[config.mk]
export PLATFORM = sky130hd
export DESIGN_NAME = sad_decode
export DESIGN_NICKNAME = d
export VERILOG_FILES = /design/src/rtl/sad_pkg.sv /design/src/rtl/sad_decode.sv
export SDC_FILE = /design/constraint.sdc
export NUM_CORES = 1
export LEC_CHECK = 0
export BUFFER_PORTS_ARGS = -buffer_cell sky130_fd_sc_hd__buf_2
export CORE_MARGIN = 1
export CORE_UTILIZATION = 45
export DETAILED_ROUTE_END_ITERATION = 7
export GPL_TIMING_DRIVEN = 0
export PLACE_DENSITY = 0.73
export SYNTH_ARGS = -nofsm -noshare
export SYNTH_HDL_FRONTEND = slang
export SYNTH_SLANG_ARGS = --single-unit
[constraint.sdc]
create_clock -name i_clk -period 1.9 [get_ports i_clk]
set_clock_uncertainty 0.1 [all_clocks]
set_input_delay 0.285 -clock i_clk [delete_from_list [all_inputs] [get_ports i_clk]]
set_output_delay 0.285 -clock i_clk [all_outputs]
set_load 0.01 [all_outputs]
[src/rtl/sad_pkg.sv]
// Purpose: shared types and constants for the address and flag decoder
// Assumes: 32-bit addressing, mod r/m byte with s-i-b present
// Notes:   clock figures are core clocks with zero wait states
package sad_pkg;

    // legacy segment selector codes
    typedef enum logic [1:0] {
        SAD_SEG_ES = 2'h0,
        SAD_SEG_CS = 2'h1,
        SAD_SEG_SS = 2'h2,
        SAD_SEG_DS = 2'h3
    } sad_seg_t;

    // flag treatment per instruction
    typedef enum logic [1:0] {
        SAD_FL_KEEP = 2'h0,
        SAD_FL_MOD  = 2'h1,
        SAD_FL_CLR  = 2'h2,
        SAD_FL_SET  = 2'h3
    } sad_flact_t;

    // instruction classes recognised
    typedef enum logic [3:0] {
        SAD_OP_NONE    = 4'h0,
        SAD_OP_AFADD   = 4'h1,
        SAD_OP_AFMUL   = 4'h2,
        SAD_OP_AFDIV   = 4'h3,
        SAD_OP_RPLADJ  = 4'h4,
        SAD_OP_BOUND   = 4'h5,
        SAD_OP_FSCAN   = 4'h6,
        SAD_OP_BCP_IMM = 4'h7,
        SAD_OP_BCP_REG = 4'h8,
        SAD_OP_CALL_N  = 4'h9,
        SAD_OP_CALL_I  = 4'hA,
        SAD_OP_CALL_F  = 4'hB,
        SAD_OP_JCC     = 4'hC
    } sad_op_t;

    // decode request from prefetch
    typedef struct packed {
        logic [7:0]  op0;
        logic [7:0]  op1;
        logic [7:0]  modrm;
        logic [7:0]  sib;
        logic [31:0] disp;
        logic [31:0] base_val;
        logic [31:0] index_val;
        logic        ovr_valid;
        sad_seg_t    ovr_seg;
        logic        prot_mode;
        logic        br_taken;
        logic        odd_addr;
        logic        rmw;
        logic        cache_hit;
        logic        locked;
        logic [5:0]  scan_n;
        logic        bound_out;
    } sad_req_t;

    // per-flag action set
    typedef struct packed {
        sad_flact_t ovf_a;
        sad_flact_t sgn_a;
        sad_flact_t zro_a;
        sad_flact_t aux_a;
        sad_flact_t par_a;
        sad_flact_t cry_a;
    } sad_flags_t;

    // decode result to execution and segmentation
    typedef struct packed {
        logic [31:0] eff_addr;
        sad_seg_t    seg;
        sad_op_t     op;
        sad_flags_t  flags;
        logic [7:0]  clocks;
        logic        raise_int5;
        logic        ea_undef;
    } sad_rsp_t;

    // field codes
    localparam logic [2:0] SAD_IDX_NONE  = 3'h4;
    localparam logic [2:0] SAD_BASE_ESP  = 3'h4;
    localparam logic [2:0] SAD_BASE_EBP  = 3'h5;
    localparam logic [1:0] SAD_MOD_NODSP = 2'h0;
    localparam logic [1:0] SAD_MOD_D8    = 2'h1;
    localparam logic [1:0] SAD_MOD_D32   = 2'h2;
    localparam logic [1:0] SAD_MOD_REG   = 2'h3;

    // clock counts
    localparam logic [7:0] SAD_CK_AFADD   = 8'h04;
    localparam logic [7:0] SAD_CK_AFMUL   = 8'h10;
    localparam logic [7:0] SAD_CK_AFDIV   = 8'h04;
    localparam logic [7:0] SAD_CK_RPL_R   = 8'h06;
    localparam logic [7:0] SAD_CK_RPL_M   = 8'h0A;
    localparam logic [7:0] SAD_CK_BOUND   = 8'h0B;
    localparam logic [7:0] SAD_CK_SCAN_R  = 8'h05;
    localparam logic [7:0] SAD_CK_SCAN_M  = 8'h07;
    localparam logic [7:0] SAD_CK_BTCI_R  = 8'h04;
    localparam logic [7:0] SAD_CK_BTCI_M  = 8'h05;
    localparam logic [7:0] SAD_CK_BTCR_R  = 8'h05;
    localparam logic [7:0] SAD_CK_BTCR_M  = 8'h08;
    localparam logic [7:0] SAD_CK_CALLN   = 8'h07;
    localparam logic [7:0] SAD_CK_CALLI_R = 8'h08;
    localparam logic [7:0] SAD_CK_CALLI_M = 8'h09;
    localparam logic [7:0] SAD_CK_CALLF_R = 8'h0C;
    localparam logic [7:0] SAD_CK_CALLF_P = 8'h1E;
    localparam logic [7:0] SAD_CK_JCC_T   = 8'h04;
    localparam logic [7:0] SAD_CK_JCC_N   = 8'h01;
    localparam logic [7:0] SAD_CK_TWOREG  = 8'h01;
    localparam logic [7:0] SAD_CK_ODD_RW1 = 8'h01;
    localparam logic [7:0] SAD_CK_ODD_RMW = 8'h02;
    localparam logic [7:0] SAD_CK_NOCACHE = 8'h02;

    // reset values
    localparam logic [31:0] SAD_RST_ADDR = 32'h0000_0000;
    localparam logic [7:0]  SAD_RST_CK   = 8'h00;

endpackage

[src/rtl/sad_decode.sv]
// Purpose: s-i-b address recipe plus flag and clock decode for one instruction
// Assumes: one request per valid cycle, answer one cycle later
// Notes:   no registers reachable by software
// Operation
// - two-bit selector picks ES CS SS DS
// - scale code multiplies index by 1,2,4,8
// - index code selects register, 100 none
// - mod 00: base plus index, special cases
// - mod 01/10 add d8/d32, ESP EBP use SS
// - each flag modified, kept, cleared or set
// - two register components add one clock
// - odd 32-bit operand adds one or two
// - non-cached memory operand adds two clocks
// - locked accesses pay non-cached penalty too
// - conditional jump four taken, one not
// - adjust after add: 4 clocks, auxiliary, carry
// - adjust after multiply: 16 clocks, sign zero parity
// - adjust before divide: 4 clocks, sign zero parity
// - privilege adjust protected only, 6/10, zero flag
// - bound check 11 clocks, out raises int5
// - forward scan 5/7 plus n, zero flag
// - complement bit test 4/5 or 5/8, carry
// - calls: near 7, indirect 8/9, far 12/30
`timescale 1ns/1ns
module sad_decode (
    input  wire logic              i_clk,
    input  wire logic              i_nrst,
    input  wire logic              i_valid,
    input  wire sad_pkg::sad_req_t i_req,
    output logic                   o_valid,
    output sad_pkg::sad_rsp_t      o_rsp
);
    import sad_pkg::*;

    sad_rsp_t rsp_d;
    sad_rsp_t rsp_q;
    logic     vld_d;
    logic     vld_q;

    // build flag set from six actions: overflow, sign, zero, aux, parity, carry
    function automatic sad_flags_t mk_flags(input sad_flact_t o, input sad_flact_t s,
        input sad_flact_t z, input sad_flact_t a, input sad_flact_t p, input sad_flact_t c);
        sad_flags_t f;
        f.ovf_a = o;
        f.sgn_a = s;
        f.zro_a = z;
        f.aux_a = a;
        f.par_a = p;
        f.cry_a = c;
        return f;
    endfunction

    // pick register or memory clock count
    function automatic logic [7:0] rm_ck(input logic is_reg, input logic [7:0] r,
        input logic [7:0] m);
        return is_reg ? r : m;
    endfunction

    // address, segment and timing decode
    always_comb begin
        logic [1:0]  md;
        logic [2:0]  rg;
        logic [2:0]  base;
        logic [2:0]  idx;
        logic [1:0]  ss;
        logic        is_reg;
        logic        use_idx;
        logic        use_base;
        logic [31:0] dsp;
        logic [31:0] sidx;
        logic [31:0] bval;
        logic        mem;
        logic [7:0]  ck;
        sad_seg_t    dseg;
        md       = i_req.modrm[7:6];
        rg       = i_req.modrm[5:3];
        ss       = i_req.sib[7:6];
        idx      = i_req.sib[5:3];
        base     = i_req.sib[2:0];
        is_reg   = (md == SAD_MOD_REG);
        mem      = !is_reg;
        use_idx  = (idx != SAD_IDX_NONE);
        use_base = !(md == SAD_MOD_NODSP && base == SAD_BASE_EBP);
        // displacement width by mod: none (d32 when mod 00 has no base), d8 sign-extended, d32
        unique case (md)
            SAD_MOD_D8:  dsp = {{24{i_req.disp[7]}}, i_req.disp[7:0]};
            SAD_MOD_D32: dsp = i_req.disp;
            default:     dsp = use_base ? 32'h0000_0000 : i_req.disp;
        endcase
        sidx = use_idx ? (i_req.index_val << ss) : 32'h0000_0000;
        bval = use_base ? i_req.base_val : 32'h0000_0000;
        // ESP always SS; EBP SS only when it is really a base
        if (base == SAD_BASE_ESP || (base == SAD_BASE_EBP && use_base)) begin
            dseg = SAD_SEG_SS;
        end else begin
            dseg = SAD_SEG_DS;
        end
        rsp_d.eff_addr   = bval + sidx + dsp;
        rsp_d.seg        = i_req.ovr_valid ? i_req.ovr_seg : dseg;
        rsp_d.ea_undef   = mem && !use_idx && (ss != 2'h0);
        rsp_d.raise_int5 = 1'b0;
        rsp_d.op         = SAD_OP_NONE;
        rsp_d.flags      = mk_flags(SAD_FL_KEEP, SAD_FL_KEEP, SAD_FL_KEEP,
                                    SAD_FL_KEEP, SAD_FL_KEEP, SAD_FL_KEEP);
        ck = SAD_RST_CK;
        // opcode classes; flag actions per instruction
        if (i_req.op0 == 8'h37) begin
            rsp_d.op    = SAD_OP_AFADD;
            ck          = SAD_CK_AFADD;
            mem         = 1'b0;
            rsp_d.flags = mk_flags(SAD_FL_KEEP, SAD_FL_KEEP, SAD_FL_KEEP,
                                   SAD_FL_MOD, SAD_FL_KEEP, SAD_FL_MOD);
        end else if (i_req.op0 == 8'hD4 && i_req.op1 == 8'h0A) begin
            rsp_d.op    = SAD_OP_AFMUL;
            ck          = SAD_CK_AFMUL;
            mem         = 1'b0;
            rsp_d.flags = mk_flags(SAD_FL_KEEP, SAD_FL_MOD, SAD_FL_MOD,
                                   SAD_FL_KEEP, SAD_FL_MOD, SAD_FL_KEEP);
        end else if (i_req.op0 == 8'hD5 && i_req.op1 == 8'h0A) begin
            rsp_d.op    = SAD_OP_AFDIV;
            ck          = SAD_CK_AFDIV;
            mem         = 1'b0;
            rsp_d.flags = mk_flags(SAD_FL_KEEP, SAD_FL_MOD, SAD_FL_MOD,
                                   SAD_FL_KEEP, SAD_FL_MOD, SAD_FL_KEEP);
        end else if (i_req.op0 == 8'h63 && i_req.prot_mode) begin
            // real mode leaves this unrecognised
            rsp_d.op    = SAD_OP_RPLADJ;
            ck          = rm_ck(is_reg, SAD_CK_RPL_R, SAD_CK_RPL_M);
            rsp_d.flags = mk_flags(SAD_FL_KEEP, SAD_FL_KEEP, SAD_FL_MOD,
                                   SAD_FL_KEEP, SAD_FL_KEEP, SAD_FL_KEEP);
        end else if (i_req.op0 == 8'h62) begin
            rsp_d.op         = SAD_OP_BOUND;
            ck               = SAD_CK_BOUND;
            rsp_d.raise_int5 = i_req.bound_out;
        end else if (i_req.op0 == 8'h0F && i_req.op1 == 8'hBC) begin
            rsp_d.op    = SAD_OP_FSCAN;
            ck          = rm_ck(is_reg, SAD_CK_SCAN_R, SAD_CK_SCAN_M)
                          + {2'h0, i_req.scan_n};
            rsp_d.flags = mk_flags(SAD_FL_KEEP, SAD_FL_KEEP, SAD_FL_MOD,
                                   SAD_FL_KEEP, SAD_FL_KEEP, SAD_FL_KEEP);
        end else if (i_req.op0 == 8'h0F && i_req.op1 == 8'hBA && rg == 3'h7) begin
            rsp_d.op    = SAD_OP_BCP_IMM;
            ck          = rm_ck(is_reg, SAD_CK_BTCI_R, SAD_CK_BTCI_M);
            rsp_d.flags = mk_flags(SAD_FL_KEEP, SAD_FL_KEEP, SAD_FL_KEEP,
                                   SAD_FL_KEEP, SAD_FL_KEEP, SAD_FL_MOD);
        end else if (i_req.op0 == 8'h0F && i_req.op1 == 8'hBB) begin
            rsp_d.op    = SAD_OP_BCP_REG;
            ck          = rm_ck(is_reg, SAD_CK_BTCR_R, SAD_CK_BTCR_M);
            rsp_d.flags = mk_flags(SAD_FL_KEEP, SAD_FL_KEEP, SAD_FL_KEEP,
                                   SAD_FL_KEEP, SAD_FL_KEEP, SAD_FL_MOD);
        end else if (i_req.op0 == 8'hE8) begin
            rsp_d.op = SAD_OP_CALL_N;
            ck       = SAD_CK_CALLN;
            mem      = 1'b0;
        end else if (i_req.op0 == 8'hFF && rg == 3'h2) begin
            rsp_d.op = SAD_OP_CALL_I;
            ck       = rm_ck(is_reg, SAD_CK_CALLI_R, SAD_CK_CALLI_M);
        end else if (i_req.op0 == 8'h9A) begin
            rsp_d.op = SAD_OP_CALL_F;
            ck       = i_req.prot_mode ? SAD_CK_CALLF_P : SAD_CK_CALLF_R;
            mem      = 1'b0;
        end else if (i_req.op0[7:4] == 4'h7 ||
                     (i_req.op0 == 8'h0F && i_req.op1[7:4] == 4'h8)) begin
            rsp_d.op = SAD_OP_JCC;
            ck       = i_req.br_taken ? SAD_CK_JCC_T : SAD_CK_JCC_N;
            mem      = 1'b0;
        end else begin
            mem = 1'b0;
        end
        // memory-operand adjustments apply only to known memory forms
        if (mem && rsp_d.op != SAD_OP_NONE) begin
            if (use_idx && use_base) begin
                ck = ck + SAD_CK_TWOREG;
            end
            if (i_req.odd_addr) begin
                ck = ck + (i_req.rmw ? SAD_CK_ODD_RMW : SAD_CK_ODD_RW1);
            end
            // locked cycles bypass the cache
            if (!i_req.cache_hit || i_req.locked) begin
                ck = ck + SAD_CK_NOCACHE;
            end
        end
        rsp_d.clocks = ck;
        vld_d        = i_valid;
    end

    // result register; answer one cycle after the request
    always_ff @(posedge i_clk or negedge i_nrst) begin
        if (!i_nrst) begin
            rsp_q <= '0;
            vld_q <= 1'b0;
        end else begin
            rsp_q <= rsp_d;
            vld_q <= vld_d;
        end
    end

    assign o_valid = vld_q;
    assign o_rsp   = rsp_q;

endmodule

== Word-level counts from Yosys, hierarchy flattened ==
Index checks and enable logic that the tools add are counted.
Cells by class
  $add $sub $neg: 6
  equal/unequal tests: 23
  shift operators: 1
  multiplexer cells: 61
  reduce and logical (&&, ||, !) cells: 25
Operator list (number)
  $mux W16: 6
  $mux W32: 3
  $add A32 B32 Y32: 2
  $eq A8 B8 Y1 const B: 8
  $pmux W32 S2: 1
  $mux W8: 6
  $mux W7: 6
  $mux W4: 8
  $shl A32 B2 Y32: 1
  $mux W5: 6
  $mux W1: 19
  $eq A8 B4 Y1 const B: 2
  $eq A8 B7 Y1 const B: 2
  $logic_and A1 B1 Y1: 15
  $mux W12: 1
  $eq A3 B3 Y1 const B: 3
  $add A8 B1 Y8 const B: 1
  $add A8 B2 Y8: 1
  $add A8 B2 Y8 const B: 1
  $eq A8 B6 Y1 const B: 1
  $add A3 B6 Y7: 1
  $mux W2: 3
  $mux W3: 2
  $eq A2 B2 Y1 const B: 2
  10 further kinds: 15
Storage, ports and cells
  register bits after elaboration: 61
  bits of input ports: 147
  logic and storage cells: 129

== Logic depth before layout (Yosys ltp) ==
  word-level depth: 24
  depth in mapped cells: 24
  mapped depth without buffers: 23

== Worst setup path after synthesis ==
No wires, ideal clock.
  path kind: input to register
  start: input i_req[118] (netlist bit)
  end: register rsp_q, in the netlist o_rsp[58]
  library setup time: 0.080 ns
  arrival: 4.958 ns
  required time: 1.720 ns
  slack: -3.238 ns
  stages: 20
  buffers on the path: 3
  path through: clkbuf_1 -> clkbuf_1 -> clkbuf_1 -> nor3b_1 -> o21ai_0 -> fa_1 -> inv_1 -> ha_1 -> a21o_1 -> a21oi_1 -> o21ai_0 -> or3_1 -> a2111oi_0 -> or3_1 -> o21ai_1 -> o21ai_0 -> o21ai_0 -> a21o_1 -> a221oi_1 -> xnor2_1
RTL lines
  from (decl): RTL line sad_decode.sv:29  | input wire sad_pkg::sad_req_t i_req,
  to (signal assigned): RTL line sad_decode.sv:193  | rsp_q <= rsp_d;
  to (decl): RTL line sad_decode.sv:36  | sad_rsp_t rsp_q;

==> flow_summary_export.csv <==
group,metric,value,unit
status,status,"complete, but fails checks",
status,violations,"negative setup slack",
setup_path,cp_slowest_stage_delay,0.41,ns
clocking,cts_buffer_depth,2,
synthesis,synthCells,732,
timing,max_freq,232,MHz
synthesis,yosysSeqAreaShare,21.4,%
hold_path,hold_depth,2,
clocking,tritoncts,"yes",
drt,firstDrtPassIters,5,
synthesis,synth-seq-cells,53,
grt,antenna_found_initial,1,
clocking,h-tree-depth,2,
drt,vias,6630,
timing,min_period,4.32,ns
run,maxCapViolations,0,
setup_path,worst-endpoint-required,2.02,ns
setup_path,worstSetupEndpointType,"flop",
place,place_inst,1107,
grt,grt_pass1_wl,31.0,mm
synthesis,synth_top_area_share,21.4,%
drt,ant_nets,0,
synthesis,ys.flop_type,"dfrtp_1",
synthesis,synthTopCellsByArea,"dfrtp_1 21%, fa_1 11%, ha_1 7.9%",
grt,overflow,0,
setup_path,start_kind,"input port",
floorplanning,pin_count,208,
clocking,cts_buffers,5,
synthesis,synth_area_leader_cell,"dfrtp_1",
power_and_ir_drop,p_int,4290,uW
power_and_ir_drop,pwr_density_cell,735,nW/um^2
timing,setup_viol,39,
place,dp_hpwl,14.4,mm
timing,rsz0062_at_grt,"true",
hold_path,holdPathEnd,"o_rsp[27]",
drt,routedWlPerCell,17.2,um
synthesis,yosys_warnings,0,
grt,grt_pass1_vias,6399,
power_and_ir_drop,power.share.clock,16.9,%
power_and_ir_drop,p_sw_share,38.0,%
floorplanning,dieArea,14200,sq um
timing,final.setup.tns,-65.63,ns
timing,slew_viol_final,0,
setup_path,cp_cell_sequence,"buf_12 > inv_12 > ha_4 > nand4b_1 > clkbuf_8 > inv_4 > o22a_4 > buf_6 > and2_4 > fa_2 > ha_4 > a21o_1 > a21oi_4 > o21ai_2 > or3_4 > a2111oi_4 > or3_4 > o21ai_4 > o21ai_4 > o21ai_2 > a21o_1 > buf_4 > a31oi_4 > xnor2_1",
timing,hold_slack,0.0794,ns
power_and_ir_drop,pwr-share-seq,22.5,%
hold_path,hp-class,"in -> reg",
drt,wirelength,20.6,mm
synthesis,netlist_area,6200,sq um
floorplanning,die_h,119,um
setup_path,crit_slowest_cell,"or3_4",
setup_path,cp_max_fo,4,
place,pre_cts_ws,-3.34,ns
grt,grt_usage,27.8,%
floorplanning,start_util,46.4,%
grt,grt_max_degree,54,
floorplanning,core_area,13300,sq um
power_and_ir_drop,finalPower,6910,uW
synthesis,yosysUniqueCellTypes,84,
drt,drt-vias-per-instance,5.54,
place,numPortBuffers,193,
timing,setup_slack,-2.42,ns
setup_path,critical_path_arrival,4.44,ns
floorplanning,fp-row-count,42,
place,gp_congestion,0.927,
timing,finalCritPeriodShare,227,%
timing,relSlewSlack,20.6,%
synthesis,async_reset_ff_share,100,%
cells_and_area,n_fill_cell,1016,
power_and_ir_drop,ir_drop,0.650,mV
power_and_ir_drop,switchingPower,2620,uW
clocking,clockRootBuffer,"clkbuf_16",
drt,drcViolationCount,0,
cells_and_area,nets,1238,
synthesis,synth_edf_count,0,
hold_path,hold_start,"i_req[14]",
cells_and_area,drive_gt1_share,47.6,%
clocking,cts.sinks,53,
drt,first_iter_violations,384,
cells_and_area,layoutNonFillerInstCount,1196,
clocking,clkTransAtPathRegs,0.07,ns
floorplanning,die_x,119,um
timing,hold_violations,0,
timing,worst_pin_slew,1.19,ns
synthesis,syn_avg_cell_area,8.46,sq um
setup_path,critPathKind,"in -> reg",
power_and_ir_drop,p_leak,0.00467,uW
cells_and_area,syn_to_final_growth,51.7,%
power_and_ir_drop,combPwrFrac,60.7,%
-- area by class of cell --
type | instances | area, sq um | share of cell area, %
multi-input combinational | 563 | 5300 | 56.3
tap | 176 | 220 | 2.34
timing repair buffer | 274 | 1750 | 18.6
clock buffer | 5 | 125 | 1.33
antenna | 1 | 2.50 | 0.0266
clock inverter | 3 | 65.1 | 0.692
inverter | 88 | 354 | 3.77
sequential | 53 | 1330 | 14.1
buffer | 33 | 260 | 2.77
-- how the worst max path moves through the flow --
stage | cells after the start | endpoint | start | slack (ns)
2_1_floorplan | 22 | o_rsp[58] | i_req[127] | -2.30
3_3_place_gp | 20 | o_rsp[59] | i_req[127] | -3.31
3_5_place_dp | 20 | o_rsp[59] | i_req[127] | -3.34
4_1_cts | 23 | o_rsp[58] | i_req[126] | -2.42
5_1_grt | 23 | o_rsp[58] | i_req[127] | -2.52
6_report | 24 | o_rsp[56] | i_req[127] | -2.42
-- synthesized netlist by cell type (6+ instances only) --
cell	number
ha_1	39
nor2_1	21
nand3_1	27
a21oi_1	53
a21o_1	13
nor3_1	9
xor2_1	13
dfrtp_1	53
and3_1	6
inv_1	87
nand2b_1	8
nor2b_1	9
nand2_1	110
o21ai_0	25
fa_1	34
buf_4	9
o211ai_1	9
a31oi_1	6
xnor2_1	36
mux4_2	7
mux2i_1	23
clkbuf_1	17
nand4_1	6
-- logic make-up (layout without fill, tap and decap cells) --
kind of cell    count (synthesis)  after routing  synth area share [%]
compound gates                148            148                  16.0
xor+xnor                       49             49                  6.93
fa+ha+maj                      73             73                  18.9
buf+inv                       122            403                  8.02
flops                          53             53                  21.4
mux                            34             34                  6.99
other cells                     1              8                0.0605
simple gates                  252            252                  21.8
-- registers in the layout (all words and copies together) (netlist names) --
register / count
o_rsp: 52
o_valid: 1
-- per-stage QoR --
step,instance area (sq um),util (%)
2_1_floorplan,6420,-
3_3_place_gp,7600,57.0
3_5_place_dp,7600,57.0
4_1_cts,8860,66.4
5_1_grt,9400,70.4
6_report,9400,70.4
-- placed cells by master (no fill, tap or decap), types with 10 or more instances in the layout --
master | synthesis | routed
xor2_1 | 13 | 10
a21oi_2 | 0 | 14
nand3_1 | 27 | 25
a21o_1 | 13 | 13
buf_6 | 0 | 27
inv_1 | 87 | 67
fa_1 | 34 | 30
buf_4 | 9 | 66
ha_1 | 39 | 18
a21oi_1 | 53 | 32
nand2_1 | 110 | 99
buf_2 | 2 | 187
inv_2 | 0 | 16
ha_4 | 0 | 18
dfrtp_1 | 53 | 53
nor2_1 | 21 | 16
xnor2_1 | 36 | 28
mux2i_1 | 23 | 22
-- power by group through the flow --
stage / clock [uW] / combinational [uW] / sequential, uW
after CTS: 1200 / 3560 / 1560
final: 1170 / 4190 / 1550
after floorplan: 0 / 1780 / 1780
after detailed placement: 0 / 2900 / 1570
after global routing: 1250 / 4530 / 1580
after global placement: 0 / 2870 / 1580
-- critical path, delay by kind of cell --
kind                     cells  cell delay (ns)
adder cells (fa/ha/maj)      3             0.73
AND/OR/NAND/NOR              4             0.92
AO/OA/AOI/OAI               10             1.73
XOR/XNOR                     1             0.13
buffers and inverters        6             0.62
-- per-layer routing --
metal	vias up	wire (um)	share of wire, %	global-route usage, %
li1	3085	-	-	-
met1	3177	8170	40	33.5
met2	306	10300	50	48.3
met3	62	1330	6.5	5.08
met4	0	736	3.6	11.6
met5	-	0	0	0
-- repair_timing --
item / in CTS / in global routing
pin swaps: 66 / 77
resized for setup: 127 / 105
setup buffers: 69 / 37
endpoints found under the hold margin: 1 / 0
hold buffers: 1 / 0
endpoints found under the setup margin: 40 / 40
Note: power is estimated with default switching activity, not from simulation.
